`src/tcc_pkg.sv`:
```
// constants shared by the timer capture/compare channel block
package tcc_pkg;
	// structure widths
	localparam int NCH = 8;  // number of timer channels
	localparam int CW  = 16; // timer counter and channel value width
	localparam int AW  = 5;  // register address width
	localparam int DW  = 16; // register data width
	localparam int PW  = 8;  // precision prescale value width

	// register offsets (word index on the plain register port)
	localparam logic [AW-1:0] OFS_CTRL     = 5'h00; // timer_system_control_one
	localparam logic [AW-1:0] OFS_PSC      = 5'h01; // precision_prescale_value
	localparam logic [AW-1:0] OFS_DIR      = 5'h02; // channel_direction_select_reg
	localparam logic [AW-1:0] OFS_FORCE    = 5'h03; // force_compare_reg_bit, write only
	localparam logic [AW-1:0] OFS_MODE     = 5'h04; // compare_output_mode per channel
	localparam logic [AW-1:0] OFS_LEVEL    = 5'h05; // compare_output_level per channel
	localparam logic [AW-1:0] OFS_DISC     = 5'h06; // compare_pin_disconnect per channel
	localparam logic [AW-1:0] OFS_IRQ_EN   = 5'h07; // channel_irq_enable (interrupt mask)
	localparam logic [AW-1:0] OFS_FLAG     = 5'h08; // channel_event_flag, write one to clear while the timer is enabled
	localparam logic [AW-1:0] OFS_PORT     = 5'h09; // general-purpose port latch
	localparam logic [AW-1:0] OFS_CNT      = 5'h0A; // timer counter, read only
	localparam logic [AW-1:0] OFS_EDGE_R   = 5'h0B; // capture on rising edge enables
	localparam logic [AW-1:0] OFS_EDGE_F   = 5'h0C; // capture on falling edge enables
	localparam logic [AW-1:0] OFS_VAL_BASE = 5'h10; // channel values at base + channel

	// control register field positions
	localparam int CTRL_TEN_BIT  = 0; // timer_enable
	localparam int CTRL_PRECISION_PRESCALE_ENABLE_BIT = 1; // precision_prescale_enable

	// reset values
	localparam logic [NCH-1:0] RST_CH    = 8'h00;
	localparam logic [PW-1:0]  RST_PSC   = 8'h00;
	localparam logic [CW-1:0]  RST_CNT   = 16'h0000;
	localparam logic [DW-1:0]  RST_RDATA = 16'h0000;

	// compare pin action, coded as {compare_output_mode, compare_output_level}
	localparam logic [1:0] ACT_NONE   = 2'h0;
	localparam logic [1:0] ACT_TOGGLE = 2'h1;
	localparam logic [1:0] ACT_CLEAR  = 2'h2;
	localparam logic [1:0] ACT_SET    = 2'h3;
endpackage : tcc_pkg

```
`src/timer_capture_compare_channels.sv`:
```
// timer counter with prescaler and eight input capture / output compare channels
`timescale 1ns/1ps
module timer_capture_compare_channels (
	input  wire logic                       clk_i,       // bus clock
	input  wire logic                       rstn_i,      // async reset, active low
	input  wire logic                       ce_i,        // clock enable, freezes all state
	input  wire logic [tcc_pkg::AW-1:0]     addr_i,      // register index
	input  wire logic [tcc_pkg::DW-1:0]     wdata_i,     // write data
	input  wire logic                       wr_i,        // write strobe
	input  wire logic                       rd_i,        // read strobe
	output logic      [tcc_pkg::DW-1:0]     rdata_o,     // read data, cycle after rd_i
	input  wire logic [tcc_pkg::NCH-1:0]    cap_pin_i,   // capture event pins
	output logic      [tcc_pkg::NCH-1:0]    compare_output_signal_o, // channel pins
	output logic                            irq_o        // level interrupt
);
	import tcc_pkg::*;

	// software visible control state
	logic            timer_enable_ff;               // counter runs while set
	logic            precision_prescale_enable_ff;  // use programmable prescale
	logic [PW-1:0]   precision_prescale_value_ff;   // ratio minus one
	logic [NCH-1:0]  channel_direction_select_ff;   // 1 = compare, 0 = capture
	logic [NCH-1:0]  compare_output_mode_ff;        // action select high bit
	logic [NCH-1:0]  compare_output_level_ff;       // action select low bit
	logic [NCH-1:0]  compare_pin_disconnect_ff;     // pin not driven by compare logic
	logic [NCH-1:0]  channel_irq_enable_ff;         // interrupt mask
	logic [NCH-1:0]  channel_event_flag_ff;         // sticky event flags
	logic [NCH-1:0]  port_latch_ff;                 // general-purpose output data
	logic [NCH-1:0]  edge_rise_ff;                  // capture on rising edge
	logic [NCH-1:0]  edge_fall_ff;                  // capture on falling edge

	// timer core state
	logic [PW-1:0]   psc_cnt_ff;                    // prescaler phase
	logic [CW-1:0]   cnt_ff;                        // timer counter
	logic [CW-1:0]   nxt_cnt;                       // counter plus one
	logic [PW-1:0]   psc_lim;                       // prescaler terminal phase
	logic            tick;                          // counter advances this cycle

	// per-channel wires gathered from the generate loop
	logic [CW-1:0]   val_w [NCH];                   // channel capture/compare values
	logic [NCH-1:0]  oc_w;                          // internal compare output registers
	logic [NCH-1:0]  cap_ev;                        // capture event this cycle
	logic [NCH-1:0]  match_ev;                      // compare match this cycle
	logic [NCH-1:0]  flag_clr;                      // flags cleared by software
	logic [NCH-1:0]  nxt_flag;                      // next flag state
	logic [NCH-1:0]  pin_sel;                       // compare logic owns the pin

	// register port decode
	logic            wr_ctrl;
	logic            wr_force;
	logic            wr_flag;
	logic [DW-1:0]   nxt_rdata;

	// selected action applied to the current output value
	function automatic logic apply_act(input logic [1:0] act, input logic cur);
		logic r;
		r = cur;
		unique case (act)
			ACT_NONE:   r = cur;
			ACT_TOGGLE: r = ~cur;
			ACT_CLEAR:  r = 1'b0;
			ACT_SET:    r = 1'b1;
		endcase
		return r;
	endfunction : apply_act

	assign wr_ctrl  = wr_i && (addr_i == OFS_CTRL);
	assign wr_force = wr_i && (addr_i == OFS_FORCE);
	assign wr_flag  = wr_i && (addr_i == OFS_FLAG);

	// control registers; force register is a strobe and keeps no state
	always_ff @(posedge clk_i or negedge rstn_i) begin
		if (!rstn_i) begin
			timer_enable_ff              <= 1'b0;
			precision_prescale_enable_ff <= 1'b0;
			precision_prescale_value_ff  <= RST_PSC;
			channel_direction_select_ff  <= RST_CH;
			compare_output_mode_ff       <= RST_CH;
			compare_output_level_ff      <= RST_CH;
			compare_pin_disconnect_ff    <= RST_CH;
			channel_irq_enable_ff        <= RST_CH;
			port_latch_ff                <= RST_CH;
			edge_rise_ff                 <= RST_CH;
			edge_fall_ff                 <= RST_CH;
		end else if (ce_i && wr_i) begin
			unique case (addr_i)
				OFS_CTRL: begin
					timer_enable_ff              <= wdata_i[CTRL_TEN_BIT];
					precision_prescale_enable_ff <= wdata_i[CTRL_PRECISION_PRESCALE_ENABLE_BIT];
				end
				OFS_PSC:    precision_prescale_value_ff <= wdata_i[PW-1:0];
				OFS_DIR:    channel_direction_select_ff <= wdata_i[NCH-1:0];
				OFS_MODE:   compare_output_mode_ff      <= wdata_i[NCH-1:0];
				OFS_LEVEL:  compare_output_level_ff     <= wdata_i[NCH-1:0];
				OFS_DISC:   compare_pin_disconnect_ff   <= wdata_i[NCH-1:0];
				OFS_IRQ_EN: channel_irq_enable_ff       <= wdata_i[NCH-1:0];
				OFS_PORT:   port_latch_ff               <= wdata_i[NCH-1:0];
				OFS_EDGE_R: edge_rise_ff                <= wdata_i[NCH-1:0];
				OFS_EDGE_F: edge_fall_ff                <= wdata_i[NCH-1:0];
				default: ; // other offsets have their own processes or are unmapped
			endcase
		end
	end

	// prescaler: ratio is value+1 when enabled, otherwise every cycle
	assign psc_lim = precision_prescale_enable_ff ? precision_prescale_value_ff : RST_PSC;
	// >= so that lowering the ratio mid-count can never strand the phase
	assign tick    = timer_enable_ff && (psc_cnt_ff >= psc_lim);
	assign nxt_cnt = CW'(cnt_ff + 1'b1);

	always_ff @(posedge clk_i or negedge rstn_i) begin
		if (!rstn_i) begin
			psc_cnt_ff <= RST_PSC;
		end else if (ce_i && timer_enable_ff) begin
			psc_cnt_ff <= tick ? RST_PSC : PW'(psc_cnt_ff + 1'b1);
		end
	end

	// timer counter holds while disabled, wraps freely
	always_ff @(posedge clk_i or negedge rstn_i) begin
		if (!rstn_i) begin
			cnt_ff <= RST_CNT;
		end else if (ce_i && tick) begin
			cnt_ff <= nxt_cnt;
		end
	end

	// per-channel capture, compare and output register
	genvar i;
	generate
		for (i = 0; i < NCH; i++) begin : g_ch
			logic [CW-1:0] val_ff;   // capture/compare value
			logic          oc_ff;    // internal compare output register
			logic          smp_ff;   // pin sample
			logic          prev_ff;  // previous pin sample, for edges
			logic          dir;      // channel in compare mode
			logic          fbit;     // force strobe for this channel
			logic [1:0]    act;      // pin action on match or force

			assign dir = channel_direction_select_ff[i];
			assign act = {compare_output_mode_ff[i], compare_output_level_ff[i]};
			assign fbit = wr_force && wdata_i[i];
			// pin is sampled once; a pulse of one clock or longer is never missed
			assign cap_ev[i] = !dir && ((edge_rise_ff[i] && smp_ff && !prev_ff) ||
				(edge_fall_ff[i] && !smp_ff && prev_ff));
			// match when the counter steps onto the channel value
			assign match_ev[i] = dir && tick && (nxt_cnt == val_ff);
			assign val_w[i] = val_ff;
			assign oc_w[i]  = oc_ff;

			// edge detector on the synchronous pin input
			always_ff @(posedge clk_i or negedge rstn_i) begin
				if (!rstn_i) begin
					smp_ff  <= 1'b0;
					prev_ff <= 1'b0;
				end else if (ce_i) begin
					smp_ff  <= cap_pin_i[i];
					prev_ff <= smp_ff;
				end
			end

			// value: capture beats a software write in the same cycle
			always_ff @(posedge clk_i or negedge rstn_i) begin
				if (!rstn_i) begin
					val_ff <= RST_CNT;
				end else if (ce_i) begin
					if (cap_ev[i]) begin
						val_ff <= cnt_ff;
					end else if (wr_i && (addr_i == AW'(OFS_VAL_BASE + i))) begin
						val_ff <= wdata_i[CW-1:0];
					end
				end
			end

			// output register: forced preset, forced action or match action
			always_ff @(posedge clk_i or negedge rstn_i) begin
				if (!rstn_i) begin
					oc_ff <= 1'b0;
				end else if (ce_i && dir) begin
					if (fbit && compare_pin_disconnect_ff[i]) begin
						// preset before the pin is handed over; only set or clear
						if (timer_enable_ff && compare_output_mode_ff[i]) begin
							oc_ff <= compare_output_level_ff[i];
						end
					end else if (fbit) begin
						oc_ff <= apply_act(act, oc_ff);
					end else if (match_ev[i] && !compare_pin_disconnect_ff[i]) begin
						oc_ff <= apply_act(act, oc_ff);
					end
				end
			end
		end
	endgenerate

	// flags: hardware set wins over software clear in the same cycle
	assign flag_clr = (wr_flag && timer_enable_ff) ? wdata_i[NCH-1:0] : RST_CH;
	assign nxt_flag = (channel_event_flag_ff & ~flag_clr) | cap_ev | match_ev;

	always_ff @(posedge clk_i or negedge rstn_i) begin
		if (!rstn_i) begin
			channel_event_flag_ff <= RST_CH;
		end else if (ce_i) begin
			channel_event_flag_ff <= nxt_flag;
		end
	end

	// interrupt level from masked flags, registered
	always_ff @(posedge clk_i or negedge rstn_i) begin
		if (!rstn_i) begin
			irq_o <= 1'b0;
		end else if (ce_i) begin
			irq_o <= |(channel_event_flag_ff & channel_irq_enable_ff);
		end
	end

	// pin mux: compare logic on connected compare channels, else the port latch
	assign pin_sel = channel_direction_select_ff & ~compare_pin_disconnect_ff;

	always_ff @(posedge clk_i or negedge rstn_i) begin
		if (!rstn_i) begin
			compare_output_signal_o <= RST_CH;
		end else if (ce_i) begin
			compare_output_signal_o <= (pin_sel & oc_w) | (~pin_sel & port_latch_ff);
		end
	end

	// read mux; unmapped and write-only offsets read zero
	always_comb begin
		nxt_rdata = RST_RDATA;
		unique case (addr_i)
			OFS_CTRL: begin
				nxt_rdata[CTRL_TEN_BIT]  = timer_enable_ff;
				nxt_rdata[CTRL_PRECISION_PRESCALE_ENABLE_BIT] = precision_prescale_enable_ff;
			end
			OFS_PSC:    nxt_rdata[PW-1:0]  = precision_prescale_value_ff;
			OFS_DIR:    nxt_rdata[NCH-1:0] = channel_direction_select_ff;
			OFS_MODE:   nxt_rdata[NCH-1:0] = compare_output_mode_ff;
			OFS_LEVEL:  nxt_rdata[NCH-1:0] = compare_output_level_ff;
			OFS_DISC:   nxt_rdata[NCH-1:0] = compare_pin_disconnect_ff;
			OFS_IRQ_EN: nxt_rdata[NCH-1:0] = channel_irq_enable_ff;
			OFS_FLAG:   nxt_rdata[NCH-1:0] = channel_event_flag_ff;
			OFS_PORT:   nxt_rdata[NCH-1:0] = port_latch_ff;
			OFS_CNT:    nxt_rdata[CW-1:0]  = cnt_ff;
			OFS_EDGE_R: nxt_rdata[NCH-1:0] = edge_rise_ff;
			OFS_EDGE_F: nxt_rdata[NCH-1:0] = edge_fall_ff;
			default: begin
				// channel values sit in a window of their own
				if (addr_i >= OFS_VAL_BASE && addr_i < AW'(OFS_VAL_BASE + NCH)) begin
					nxt_rdata[CW-1:0] = val_w[3'(addr_i - OFS_VAL_BASE)];
				end
			end
		endcase
	end

	// read data stands only in the cycle after the strobe
	always_ff @(posedge clk_i or negedge rstn_i) begin
		if (!rstn_i) begin
			rdata_o <= RST_RDATA;
		end else if (ce_i) begin
			rdata_o <= rd_i ? nxt_rdata : RST_RDATA;
		end
	end
endmodule : timer_capture_compare_channels

```
`config.mk`:
```
export PLATFORM = sky130hd
export DESIGN_NAME = timer_capture_compare_channels
export DESIGN_NICKNAME = d
export VERILOG_FILES = /design/src/tcc_pkg.sv /design/src/timer_capture_compare_channels.sv
export SDC_FILE = /design/constraint.sdc
export NUM_CORES = 1
export LEC_CHECK = 0
export BUFFER_PORTS_ARGS = -buffer_cell sky130_fd_sc_hd__buf_2
export CAP_MARGIN = 20
export CORE_MARGIN = 3
export CORE_UTILIZATION = 31
export CTS_BUF_LIST = sky130_fd_sc_hd__clkbuf_4
export CTS_CLUSTER_DIAMETER = 150
export DETAILED_ROUTE_END_ITERATION = 12
export PLACE_DENSITY_LB_ADDON = 0.1
export SLEW_MARGIN = 40
export SYNTH_ARGS = -nofsm -noshare
export SYNTH_HDL_FRONTEND = slang
export SYNTH_SLANG_ARGS = --single-unit
```
`constraint.sdc`:
```
create_clock -name clk_i -period 5.75 [get_ports clk_i]
set_input_delay 0.575 -clock clk_i [delete_from_list [all_inputs] [get_ports clk_i]]
set_output_delay 0.575 -clock clk_i [all_outputs]
set_load 0.01 [all_outputs]
```
==> summary.md <==
| Metric | Value |
|---|---|
| Placed insts | `2419` |
| Startpoint type of the worst setup path | `flip-flop` |
| Routed WL | `69300 um` |
| Worst reg2reg setup slack | `1440 ps` |
| Placement row count | `85` |
| Core area | `0.0545 sq mm` |
| Die ar. | `0.0586 sq mm` |
| Status | `finished, final reports clean` |
| RSZ-0062 raised after global routing | `no` |
| Max FFs per register | `128` |
| CTS tree | `built` |
| Min-delay worst type | `in -> reg` |
| CTS Buf Count | `86` |
| Top_reg_cell synth | `dfrtp_1` |
| Number of antenna violations at the first check in global routing | `4` |
| Setup CP Type | `reg -> reg` |
| Syn Nets | `1767` |
| Pleak | `8.05 nW` |
| DR iter-0 viols | `1095` |
| Reg2Reg Depth | `8` |
| Hold EP | `g_ch[5].val_ff[10]$_DFFE_PN0P_` |
| F_max | `232 MHz` |
| Yosys warns | `0` |
| Die Ht | `242 um` |
| Largest net degree at the start of global routing | `103` |
| Drt first pass iters | `6` |
| CP required | `6490 ps` |
| Post-Synthesis Cells | `1718` |
| Share of the synthesized area in the top cell type | `41.0%` |
| Hold Violations, Final | `0` |
| DRC viols | `0` |
| Post-Layout Cell Count | `2582` |
| Area leader, netlist | `dfrtp_1` |
| Worst reg2reg endpoint | `g_ch[0].oc_ff$_DFFE_PN0P_` |
| Setup_tns | `0 ps` |
| Count of pins over their slew limit | `0` |
| Biggest register | `g_ch.val_ff` |
| Hold_sp | `wdata_i[10]` |
| Hold path cells | `3` |
| Max_slew headroom | `42.5%` |
| Max-capacitance violation count | `0` |
| Post-synth top cells | `dfrtp_1 (283), nand2_1 (211), o21ai_0 (167), mux2i_1 (149), clkbuf_1 (98)` |
| Fin crit share | `74.9%` |
| Avg Inst Size Synth | `10.1 sq um` |
| Crit end category | `flip-flop` |
| Nets | `1827` |
| Fill count | `5637` |
| DRT antenna net count | `0` |
| Resized Gates After CTS | `0` |
| Vias in the first global route | `14085` |
| Vias per inst | `5.39` |
| Worst endpoint data arrival time | `5050 ps` |
| Fin crit period | `4310 ps` |
| Synth Register Bits | `283` |
| Die Wd | `242 um` |
| Clk buf depth | `3` |
| Async S/R FF share, synth | `100%` |
| Worst Max-Slew Pin Slew | `862 ps` |
| Post-CTS Setup Repair Bufs | `0` |
| Sequential area share after synthesis | `41.0%` |
| Final Setup Violations | `0` |
| Main area contributors after synthesis | `dfrtp_1 (41%), mux2i_1 (8.6%), mux2_2 (6.3%)` |
| Cell with the most instances after synthesis | `dfrtp_1` |
| GRT Total Usage | `23.6%` |
| # clock sinks | `283` |
| Number of synthesized flops with an enable pin | `0` |
| Root Driver | `clkbuf_4` |
| Largest registers | `g_ch.val_ff (128), cnt_ff (16), rdata_o (16)` |
| DPL Wire Length | `48100 um` |
| Skew final | `81.9 ps` |
| Starting Density | `31.8%` |
| Post-route setup slack | `1440 ps` |
| Worst skew pair latency | `860 ps` |
| Routed via count | `13927` |
| Setup WS pre-CTS | `1470 ps` |
| R2r startpoint | `cnt_ff[3]$_DFFE_PN0P_` |
| Cell Area, Synth | `0.0173 sq mm` |
| I/O pins | `59` |
| Clock Pin Slew Worst Setup and Hold Paths | `70 ps` |
| Drt wl/cell | `26.8 um` |
| Routability congestion estimate | `0.942` |
| GRT Residual Overflow | `0` |
| Pwr Density | `388 mW/mm^2` |
| Netlist cell types | `81` |
| Share of cells above drive strength 1 | `22.3%` |
| Area grow syn2layout | `13.5%` |
| Clock H-tree levels | `3` |
| Number of buffers added on ports | `58` |
| Crit path max fanout | `22` |
| Worst VDD drop | `142 uV` |
| First-pass GRT wire length | `101000 um` |
where the power goes:
part	total (mW)	switching (mW)	internal (mW)	leakage [nW]
clock network	1.94	0.968	0.970	0.609
registers	3.44	0.870	2.57	3.64
logic	2.24	1.16	1.07	3.80
worst max-delay path, stage by stage (launching register included):
cell	delay, ps
dfrtp_1	900
nand4_2	640
nor4_2	710
xnor2_2	250
xnor2_1	190
nor3_1	420
nand4b_1	370
a221oi_1	350
mux2_2	370
metrics by stage:
stage	hold slack [ps]	utilization, %	total power, mW	instance area [sq um]
final	128	36.1	7.62	19600
after global routing	85.3	36.1	8.12	19600
after CTS	62.4	35.9	7.68	19600
after detailed placement	489	33.9	5.69	18500
after global placement	505	33.8	5.66	18400
after floorplan	279	-	4.67	17300
what timing repair did:
item | CTS | global route
hold buffers | 9 | 0
endpoints found under the hold margin | 105 | 0
endpoints found under the setup margin | 0 | 0
layout make-up:
type	count	area, sq um	area share, %
diodes	5	12.5	0.0637
multi-input cells	1275	9760	49.7
clock buffers	122	916	4.67
well taps	739	925	4.71
inverters	29	109	0.554
clock inverters	26	111	0.567
flip-flops and latches	283	7080	36.1
repair buffers	103	711	3.62
cells by family (layout without fill, tap and decap cells):
family                   Yosys count  after routing  share of synthesized area (%)
AND/OR/NAND/NOR                  462            462                           13.1
AO/OA/AOI/OAI                    361            361                           12.8
flip-flops                       283            283                           41.0
multiplexers                     279            279                           19.2
buffers and inverters            160            280                           3.63
XOR/XNOR                         158            158                           9.23
adder cells (fa/ha/maj)           15             15                           1.09
other                              0              5                              0
worst max-delay path by stage:
stage	startpoint	endpoint	slack [ps]	cells past startpoint
floorplan	cnt_ff[9]$_DFFE_PN0P_	g_ch[7].oc_ff$_DFFE_PN0P_	2820	9
global placement	cnt_ff[3]$_DFFE_PN0P_	g_ch[7].oc_ff$_DFFE_PN0P_	1540	8
detailed placement	cnt_ff[3]$_DFFE_PN0P_	g_ch[7].oc_ff$_DFFE_PN0P_	1470	8
CTS	cnt_ff[3]$_DFFE_PN0P_	g_ch[7].oc_ff$_DFFE_PN0P_	1490	8
global route	cnt_ff[3]$_DFFE_PN0P_	g_ch[7].oc_ff$_DFFE_PN0P_	1240	8
finish	cnt_ff[3]$_DFFE_PN0P_	g_ch[0].oc_ff$_DFFE_PN0P_	1440	8
layer usage:
metal	vias up	global-route usage (%)	part of all wire [%]
met5	-	0	0.019
met4	2	7.48	3.0
met3	116	6.62	7.2
met2	456	35.7	44
met1	7012	32.6	46
li1	6341	-	-
placed cells by master (no fill, tap or decap), types with 9 or more instances in the layout:
master	n
dfrtp_1	281
nand2_1	211
o21ai_0	159
mux2i_1	149
clkbuf_4	122
mux2_2	96
xnor2_1	79
nor2_1	76
xor2_1	59
buf_2	55
a21oi_1	49
buf_4	35
mux4_2	32
nand3_1	31
inv_1	29
nand4_1	20
a22oi_1	20
clkinv_1	20
nand3b_1	19
a22o_1	19
ha_1	15
nor3_1	14
a31oi_1	14
a221oi_1	14
nor2b_1	12
o22ai_1	11
nand2b_1	10
xnor3_1	10
dlygate4sd3_1	9
Note: power is estimated with default switching activity, not from simulation.
